==> src/rtl/cmp_ctrl_pkg.sv <==
// package for the three-comparator control block: register map, field
// positions, reset values, carrier structs and the sensitivity codes.
// assumes a 32-bit avalon-mm slave port with byte addresses.
package cmp_ctrl_pkg;

	// ****************************************************************
	// register map (byte addresses, one aligned word each)
	// ****************************************************************
	localparam int          ADDR_W         = 5;
	localparam logic [4:0]  OFS_CMP1_CTRL  = 5'h00;
	localparam logic [4:0]  OFS_CMP2_CTRL  = 5'h04;
	localparam logic [4:0]  OFS_CMP3_CTRL  = 5'h08;
	localparam logic [4:0]  OFS_EXT_CTRL   = 5'h0c;
	localparam logic [4:0]  OFS_STATUS     = 5'h10;

	// ****************************************************************
	// field positions
	// ****************************************************************
	localparam int BIT_ON        = 7;
	localparam int BIT_IRQ_ALLOW = 6;
	localparam int BIT_SENSE_HI  = 5;
	localparam int BIT_SENSE_LO  = 4;
	localparam int BIT_ALT_PIN   = 3;
	localparam int BIT_INVERT    = 5;
	localparam int BIT_PIN_ON    = 4;
	localparam int BIT_CAPTURE   = 3;
	localparam int BIT_FLAG1     = 5;
	localparam int BIT_OUT1      = 1;

	// writable bits; the alternate pin bit exists in comparator 3 only
	localparam logic [7:0] CTRL_WMASK  = 8'hf7;
	localparam logic [7:0] CTRL3_WMASK = 8'hff;
	localparam logic [7:0] EXT_WMASK   = 8'h38;

	// ****************************************************************
	// reset values
	// ****************************************************************
	localparam logic [7:0] CTRL_RESET = 8'h00;
	localparam logic [7:0] EXT_RESET  = 8'h00;

	// ****************************************************************
	// types
	// ****************************************************************
	typedef enum logic [1:0] {
		SENSE_TOGGLE = 2'h0,
		SENSE_RSVD   = 2'h1,
		SENSE_FALL   = 2'h2,
		SENSE_RISE   = 2'h3
	} sense_t;

	// one comparator control register, bit 7 down to bit 0
	typedef struct packed {
		logic       on;
		logic       irq_allow;
		sense_t     sense;
		logic       alt_pin_on;
		logic [2:0] neg_sel;
	} cmp_ctrl_t;

	// extended control register, bit 7 down to bit 0
	typedef struct packed {
		logic [1:0] rsvd_hi;
		logic       out_invert;
		logic       out_pin_on;
		logic       to_capture_on;
		logic [2:0] rsvd_lo;
	} ext_ctrl_t;

	// avalon-mm request from the master
	typedef struct packed {
		logic              read;
		logic              write;
		logic [ADDR_W-1:0] address;
		logic [3:0]        byteenable;
		logic [31:0]       writedata;
	} avmm_req_t;

	// one comparator's analog-side controls
	typedef struct packed {
		logic       on;
		logic [2:0] neg_sel;
	} core_ctl_t;

endpackage : cmp_ctrl_pkg

==> src/rtl/analog_comparator_control.sv <==
// digital control of three analog comparators: registers, event flags,
// interrupt requests, output pins and routing to the timer capture input.
// assumes an avalon-mm master with waitrequest on clk, raw comparator
// outputs asynchronous to clk, and vector-taken pulses from the interrupt
// controller on clk.
//
// Contract
// - control bit 7 enables its comparator.
// - control bit 6 lets the comparator request its interrupt.
// - bits 5:4 select trigger; 00 toggles, 01 is reserved.
// - sensitivity 10 raises the event on a falling output edge.
// - sensitivity 11 raises the event on a rising output edge.
// - bits 2:0 go to the negative input; 000-011 pick divided reference.
// - codes 100,101,110 pick bandgap, dac and dedicated negative pin.
// - code 111 picks the negative pin shared by all three.
// - comparator 3 bit 3 enables its alternate output pin.
// - extended bit 5 inverts the comparator output.
// - extended bit 4 enables the comparator output pin.
// - extended bit 3 routes comparator 1 to the timer capture input.
// - routed capture uses rising edge if edge select is one, else falling.
// - with capture bit clear, nothing reaches the timer capture input.
// - one shared register holds all outputs and event flags.
// - hardware sets each flag on its selected output event.
// - flag clears on its taken vector when allowed, or on writing one.
// - each output status bit reads the comparator output directly.
//
// Design decisions made here: the register offsets and the Avalon-MM interface to the registers.
`timescale 1ns/1ns
module analog_comparator_control (
	// clock and reset
	input  wire logic                     clk,
	input  wire logic                     rstn,
	// avalon-mm slave
	input  wire cmp_ctrl_pkg::avmm_req_t  avs_req,
	output logic                          avs_waitrequest,
	output logic [31:0]                   avs_readdata,
	// analog comparator cores
	input  wire logic [2:0]               cmp_raw,
	output cmp_ctrl_pkg::core_ctl_t [2:0] core_ctl,
	// interrupt controller
	input  wire logic [2:0]               irq_taken,
	output logic [2:0]                    irq_req,
	// output pins
	output logic [2:0]                    cmp_pin_out,
	output logic [2:0]                    cmp_pin_en,
	output logic                          cmp3_alt_out,
	output logic                          cmp3_alt_en,
	// timer input capture
	input  wire logic                     timer_capture_edge_sel,
	output logic                          capture_level,
	output logic                          capture_event
);
	import cmp_ctrl_pkg::*;

	// ****************************************************************
	// declarations
	// ****************************************************************
	cmp_ctrl_t [2:0] ctrl_reg;
	cmp_ctrl_t [2:0] ctrl_next;
	ext_ctrl_t       ext_reg;
	ext_ctrl_t       ext_next;
	logic [2:0]      flag_reg;
	logic [2:0]      flag_next;
	logic            ack_reg;
	logic [31:0]     rdata_reg;
	logic [31:0]     rdata_next;
	logic [2:0]      pin_out_reg;
	logic            cap_level_reg;
	logic            cap_event_reg;

	logic [2:0]      level;
	logic [2:0]      rise;
	logic [2:0]      fall;
	logic [2:0]      event_hit;

	logic            req_any;
	logic            wr_take;
	logic            rd_first;
	logic            lane0;
	logic [7:0]      wbyte;
	logic [2:0]      hit_ctrl;
	logic            hit_ext;
	logic            hit_status;
	logic [7:0]      status_val;
	logic [7:0]      read_byte;
	logic [2:0]      flag_wclr;
	logic [2:0]      flag_hwclr;
	logic [2:0]      out_view;
	logic            cap_rise;
	logic            cap_fall;

	// ****************************************************************
	// functions
	// ****************************************************************

	// merge a written byte into a register under its writable mask
	function automatic logic [7:0] merge_byte(
		input logic [7:0] old_val,
		input logic [7:0] new_val,
		input logic [7:0] wmask
	);
		merge_byte = (old_val & ~wmask) | (new_val & wmask);
	endfunction : merge_byte

	// control register address for comparator index i
	function automatic logic [ADDR_W-1:0] ctrl_addr(input int i);
		unique case (i)
			0:       ctrl_addr = OFS_CMP1_CTRL;
			1:       ctrl_addr = OFS_CMP2_CTRL;
			default: ctrl_addr = OFS_CMP3_CTRL;
		endcase
	endfunction : ctrl_addr

	// ****************************************************************
	// comparator front ends
	// ****************************************************************
	for (genvar i = 0; i < 3; i++) begin : g_sense
		cmp_sense u_sense (
			.clk       (clk),
			.rstn      (rstn),
			.raw       (cmp_raw[i]),
			.on        (ctrl_reg[i].on),
			.sense     (ctrl_reg[i].sense),
			.level     (level[i]),
			.rise      (rise[i]),
			.fall      (fall[i]),
			.event_hit (event_hit[i])
		);
	end

	// ****************************************************************
	// bus decode
	// ****************************************************************

	// one wait state: the request is held while ack_reg is low
	assign req_any         = avs_req.read | avs_req.write;
	assign avs_waitrequest = req_any & ~ack_reg;
	assign wr_take         = avs_req.write & ack_reg;
	assign rd_first        = avs_req.read & ~ack_reg;
	assign lane0           = avs_req.byteenable[0];
	assign wbyte           = avs_req.writedata[7:0];

	// address hits; unmapped addresses read zero and ignore writes
	for (genvar i = 0; i < 3; i++) begin : g_hit
		assign hit_ctrl[i] = (avs_req.address == ctrl_addr(i));
	end
	assign hit_ext    = (avs_req.address == OFS_EXT_CTRL);
	assign hit_status = (avs_req.address == OFS_STATUS);

	// shared status: flags 3..1 in bits 7:5, outputs 3..1 in bits 3:1
	assign status_val = {flag_reg[2], flag_reg[1], flag_reg[0], 1'b0,
	                     level[2], level[1], level[0], 1'b0};

	// read selection
	assign read_byte = hit_ctrl[0] ? ctrl_reg[0]  :
	                   hit_ctrl[1] ? ctrl_reg[1]  :
	                   hit_ctrl[2] ? ctrl_reg[2]  :
	                   hit_ext     ? ext_reg      :
	                   hit_status  ? status_val   : 8'h00;
	assign rdata_next = rd_first ? {24'h000000, read_byte} : rdata_reg;

	// ****************************************************************
	// control register writes
	// ****************************************************************
	for (genvar i = 0; i < 3; i++) begin : g_ctrl
		assign ctrl_next[i] = (wr_take & lane0 & hit_ctrl[i])
			? merge_byte(ctrl_reg[i], wbyte,
			             (i == 2) ? CTRL3_WMASK : CTRL_WMASK)
			: ctrl_reg[i];
	end
	assign ext_next = (wr_take & lane0 & hit_ext)
		? merge_byte(ext_reg, wbyte, EXT_WMASK)
		: ext_reg;

	// ****************************************************************
	// event flags
	// ****************************************************************

	// write one clears; a taken vector clears only when allowed
	for (genvar i = 0; i < 3; i++) begin : g_flag
		assign flag_wclr[i]  = wr_take & lane0 & hit_status
		                       & wbyte[BIT_FLAG1 + i];
		assign flag_hwclr[i] = irq_taken[i] & ctrl_reg[i].irq_allow;
		// a new event wins over a clear in the same cycle
		assign flag_next[i]  = event_hit[i] |
		                       (flag_reg[i] & ~flag_wclr[i] & ~flag_hwclr[i]);
	end

	// request stands while flag and allow are both set
	assign irq_req = flag_reg & {ctrl_reg[2].irq_allow,
	                             ctrl_reg[1].irq_allow,
	                             ctrl_reg[0].irq_allow};

	// ****************************************************************
	// analog core controls
	// ****************************************************************
	for (genvar i = 0; i < 3; i++) begin : g_core
		assign core_ctl[i].on      = ctrl_reg[i].on;
		// codes 000-011 reference taps, 100 bandgap, 101 dac,
		// 110 own negative pin, 111 shared negative pin
		assign core_ctl[i].neg_sel = ctrl_reg[i].neg_sel;
	end

	// ****************************************************************
	// output pins and capture routing
	// ****************************************************************

	// optionally inverted view; a disabled comparator stays quiet
	for (genvar i = 0; i < 3; i++) begin : g_out
		assign out_view[i] = ctrl_reg[i].on
		                     & (level[i] ^ ext_reg.out_invert);
	end

	// inverted output swaps which raw edge is a rising capture edge
	assign cap_rise = ext_reg.out_invert ? fall[0] : rise[0];
	assign cap_fall = ext_reg.out_invert ? rise[0] : fall[0];

	assign cmp_pin_out  = pin_out_reg;
	assign cmp_pin_en   = {3{ext_reg.out_pin_on}};
	assign cmp3_alt_out = pin_out_reg[2];
	assign cmp3_alt_en  = ctrl_reg[2].alt_pin_on;
	assign capture_level = cap_level_reg;
	assign capture_event = cap_event_reg;
	assign avs_readdata  = rdata_reg;

	// ****************************************************************
	// registers
	// ****************************************************************

	// software-visible state
	always_ff @(posedge clk or negedge rstn) begin
		if (!rstn) begin
			ctrl_reg <= {3{CTRL_RESET}};
			ext_reg  <= EXT_RESET;
			flag_reg <= 3'h0;
		end else begin
			ctrl_reg <= ctrl_next;
			ext_reg  <= ext_next;
			flag_reg <= flag_next;
		end
	end

	// bus handshake and read data
	always_ff @(posedge clk or negedge rstn) begin
		if (!rstn) begin
			ack_reg   <= 1'b0;
			rdata_reg <= 32'h00000000;
		end else begin
			ack_reg   <= req_any & ~ack_reg;
			rdata_reg <= rdata_next;
		end
	end

	// pin data and capture feed; nothing reaches capture when off
	always_ff @(posedge clk or negedge rstn) begin
		if (!rstn) begin
			pin_out_reg   <= 3'h0;
			cap_level_reg <= 1'b0;
			cap_event_reg <= 1'b0;
		end else begin
			pin_out_reg   <= out_view;
			cap_level_reg <= ext_reg.to_capture_on & out_view[0];
			cap_event_reg <= ext_reg.to_capture_on &
			                 (timer_capture_edge_sel ? cap_rise
			                                         : cap_fall);
		end
	end

endmodule : analog_comparator_control

==> src/rtl/cmp_sense.sv <==
// one comparator's raw output: three-stage synchroniser, agreement filter
// and edge decoding against the sensitivity code.
// assumes raw comes straight from an analog core, asynchronous to clk.
`timescale 1ns/1ns
module cmp_sense (
	// clock and reset
	input  wire logic                 clk,
	input  wire logic                 rstn,
	// raw comparator output and control
	input  wire logic                 raw,
	input  wire logic                 on,
	input  wire cmp_ctrl_pkg::sense_t sense,
	// filtered level and edges
	output logic                      level,
	output logic                      rise,
	output logic                      fall,
	output logic                      event_hit
);
	import cmp_ctrl_pkg::*;

	logic sync1_reg;
	logic sync2_reg;
	logic sync3_reg;
	logic level_reg;
	logic level_next;

	// ****************************************************************
	// synchroniser and filter
	// ****************************************************************

	// a change is taken only once stage two and three agree
	always_ff @(posedge clk or negedge rstn) begin
		if (!rstn) begin
			sync1_reg <= 1'b0;
			sync2_reg <= 1'b0;
			sync3_reg <= 1'b0;
			level_reg <= 1'b0;
		end else begin
			sync1_reg <= raw;
			sync2_reg <= sync1_reg;
			sync3_reg <= sync2_reg;
			level_reg <= level_next;
		end
	end

	// a disabled comparator reads low once stages agree; switching it off while high raises one fall
	assign level_next = (sync2_reg == sync3_reg) ? (sync3_reg & on)
	                                             : level_reg;
	assign level      = level_reg;
	assign rise       = level_next & ~level_reg;
	assign fall       = ~level_next & level_reg;

	// ****************************************************************
	// sensitivity decode
	// ****************************************************************
	always_comb begin
		unique case (sense)
			SENSE_TOGGLE: event_hit = rise | fall;
			SENSE_RSVD:   event_hit = 1'b0;
			SENSE_FALL:   event_hit = fall;
			SENSE_RISE:   event_hit = rise;
		endcase
	end

endmodule : cmp_sense
==> config.mk <==
export PLATFORM = sky130hd
export DESIGN_NAME = analog_comparator_control
export DESIGN_NICKNAME = d
export VERILOG_FILES = /design/src/rtl/cmp_ctrl_pkg.sv /design/src/rtl/analog_comparator_control.sv /design/src/rtl/cmp_sense.sv
export SDC_FILE = /design/constraint.sdc
export NUM_CORES = 1
export LEC_CHECK = 0
export BUFFER_PORTS_ARGS = -buffer_cell sky130_fd_sc_hd__buf_2
export CAP_MARGIN = 40
export CORE_ASPECT_RATIO = 0.5
export CORE_MARGIN = 8
export CORE_UTILIZATION = 49
export CTS_CLUSTER_SIZE = 14
export DETAILED_ROUTE_END_ITERATION = 16
export PLACE_DENSITY_LB_ADDON = 0.3
export SLEW_MARGIN = 20
export SYNTH_ARGS = -nofsm -noshare
export SYNTH_HDL_FRONTEND = slang
export SYNTH_SLANG_ARGS = --single-unit
==> constraint.sdc <==
create_clock -name clk -period 1.9 [get_ports clk]
set_input_delay 0.38 -clock clk [delete_from_list [all_inputs] [get_ports clk]]
set_output_delay 0.38 -clock clk [all_outputs]
set_load 0.005 [all_outputs]
==> flow_summary_export.csv <==
group,metric,value,unit
place,postPlaceCellArea,3100,µm²
clock_network,post_cts_buffers,0,
detailed_routing,avgRoutedWirePerCell,17.5,µm
clock_network,root_buffer,"clkbuf_16",
timing,setup_tns,0,ns
place,portBuffers,58,
floorplanning,pin_count,110,
job,max_cap_viol_count,0,
detailed_routing,vias,2003,
global_route,grt_usage,15.6,%
power,switching_power,0.697,mW
power,peakVddDrop,0.428,mV
detailed_routing,detail-route-antenna-nets,0,
global_route,grt.overflow.total,0,
timing,slew_violations,0,
logic_synthesis,synth_cell_types,40,
logic_synthesis,synthArstFlopShare,100,%
timing,clock_skew,0.00764,ns
clock_network,clock_path_buffers,2,
power,clkPwrFrac,36.7,%
floorplanning,start_util,51.0,%
floorplanning,core_area,5520,µm²
logic_synthesis,synth_ff_type,"dfrtp_1",
power,pwr-share-comb,14.8,%
clock_network,cts_tree,"built",
floorplanning,dieHeight,69.6,µm
critical_path,endpoint_kind,"flip-flop",
timing,worst_pin_slew,0.503,ns
logic_synthesis,synth_edf_count,0,
final_layout,largest_register_ffs,12,
critical_path,path_class,"reg -> reg",
timing,hold_viol_final,0,
logic_synthesis,yosys_warnings,0,
logic_synthesis,yosysSeqAreaShare,48.0,%
power,p_int,2.07,mW
clock_network,postCtsHoldBufs,0,
logic_synthesis,synth_top_area_share,48.0,%
detailed_routing,first_iter_violations,155,
logic_synthesis,synthTopCellsByCount,"dfrtp_1 (54), buf_4 (40), mux2_2 (28)",
status,status,"finished clean",
power,powerDensity,848,nW/µm²
critical_path,start_kind,"flip-flop",
detailed_routing,drt-total-wl,6700,µm
floorplanning,die_x,123,µm
timing,finalCriticalPeriod,1.71,ns
logic_synthesis,syn-cell-area,2810,µm²
floorplanning,dieArea,8570,µm²
global_route,first_global_vias,2009,
global_route,grt_start_max_net_pins,25,
final_layout,area_growth,16.1,%
logic_synthesis,ys_seq_elements,54,
clock_network,htreeDepth,2,
clock_network,post_cts_resized,0,
final_layout,final_util,59.2,%
critical_path,worstPathMaxFanout,5,
timing,relSlewSlack,66.4,%
critical_path,cp.arrival,1.88,ns
place,post-dp-hpwl,5250,µm
logic_synthesis,syn_inst,248,
final_layout,final_nets,366,
timing,fin_crit_sh,90.2,%
power,swShare,25.1,%
timing,setup_viol,0,
final_layout,drive_gt1_share,37.9,%
global_route,grt_pass1_wl,10600,µm
detailed_routing,drcViolationCount,0,
final_layout,design_area,3270,µm²
power,leakage,1.76,nW
clock_network,clk_latency,0.29,ns
logic_synthesis,yosys-top-cells-area,"dfrtp_1 (48%), mux2_2 (11%), buf_4 (11%), ha_1 (2.7%), and2_1 (2.2%)",
power,power,2.77,mW
final_layout,n_antenna_cell,0,
detailed_routing,vias_per_cell,5.24,
timing,rsz0062_at_grt,"no",
floorplanning,rows,19,
critical_path,required,2.07,ns
place,gp_congestion,0.835,
logic_synthesis,yosysMostFrequentCell,"dfrtp_1",
logic_synthesis,synth_area_per_cell,11.3,µm²
timing,timing.fmax,584,MHz
worst_hold_path,hold_class,"in -> async",
global_route,antenna_found_initial,0,
logic_synthesis,yosysTopAreaCell,"dfrtp_1",
power,power_frac_seq,48.5,%
clock_network,clk_pin_slew_worst_paths,0.07,ns
clock_network,cts_inserted_buffers,5,
detailed_routing,drt_pass1_iterations,4,
clock_network,cts_sinks,54,
==> through the flow <==
| stage | hold WS [ns] | setup slack [ns] | cells |
|---|---|---|---|
| after CTS | 0.0761 | 0.213 | 382 |
| after global placement | 0.333 | 0.165 | 374 |
| after detailed placement | 0.336 | 0.150 | 374 |
| final | 0.0515 | 0.187 | 382 |
| after floorplan | 0.0844 | 0.208 | 271 |
| after global routing | 0.101 | 0.0964 | 382 |
==> cells by family after synthesis <==
kind of cell | share of synthesized area (%)
AOI/OAI and AO/OA | 7.74
xor gates and xnor gates | 2.18
adders and majority gates | 2.67
buffers and inverters | 13.3
DFF | 48.0
muxes | 12.7
other | 0.133
and+or+nand+nor | 13.3
==> layer usage <==
metal / routed length (µm) / share of wire [%] / up-vias / track usage [%]
li1: - / - / 921 / -
met1: 2870 / 43 / 985 / 20.8
met2: 3050 / 45 / 92 / 24.1
met3: 749 / 11 / 5 / 5.20
met4: 34 / 0.51 / 0 / 3.18
met5: 0 / 0 / - / 0
==> layout make-up <==
class	count	area [µm²]
Clock buffer	6	129
Clock inverter	2	37.5
Fill cell	466	2250
Inverter	10	37.5
Multi-Input combinational cell	160	1170
Sequential cell	54	1350
Tap cell	73	91.3
Timing Repair Buffer	77	445
==> power groups by stage <==
stage          clock network [mW]  registers [mW]  logic (mW)
2_1_floorplan                   0            1.33       0.304
3_3_place_gp                    0            1.35       0.396
3_5_place_dp                    0            1.36       0.409
4_1_cts                      1.04            1.34       0.413
5_1_grt                      1.08            1.36       0.462
6_report                     1.02            1.34       0.411
==> worst paths after layout <==
kind                       depth (start not counted)  slack (ns)                                      to                                    from
max in group asynchronous                          2        1.32                  ext_reg[3]$_DFFE_PN0P_                                    rstn
min                                                1        0.05                ctrl_reg[21]$_DFFE_PN0P_                                    rstn
min reg2reg                                        0        0.35  g_sense[2].u_sense.sync2_reg$_DFF_PN0_  g_sense[2].u_sense.sync1_reg$_DFF_PN0_
max                                                4        0.19             avs_readdata[7]$_DFFE_PN0P_                       ack_reg$_DFF_PN0_
min in group clk                                   1        0.19  g_sense[2].u_sense.sync1_reg$_DFF_PN0_                              cmp_raw[2]
max reg2reg                                        4        0.19             avs_readdata[7]$_DFFE_PN0P_                       ack_reg$_DFF_PN0_
==> cell usage in the layout (no fill, tap or decap), drive strengths merged, types with 3 or more instances in the layout <==
cell type and n:
mux2 28, nand3 7, a211o 4, buf 77, nor4 5, nand2b 4, dfrtp 54, a21oi 9
and2 10, ha 6, inv 10, nor2 4, nor3 6, a22o 3, o21ai 6, clkbuf 6
xor2 7, nor2b 6, conb 24, nand2 10
==> worst max-delay path: stages (launching register included) <==
cell	delay, ns
dfrtp_1	0.42
or4b_1	0.66
nand3b_1	0.28
o22ai_1	0.18
a21oi_1	0.06
Power figures use the tool's default switching activity.
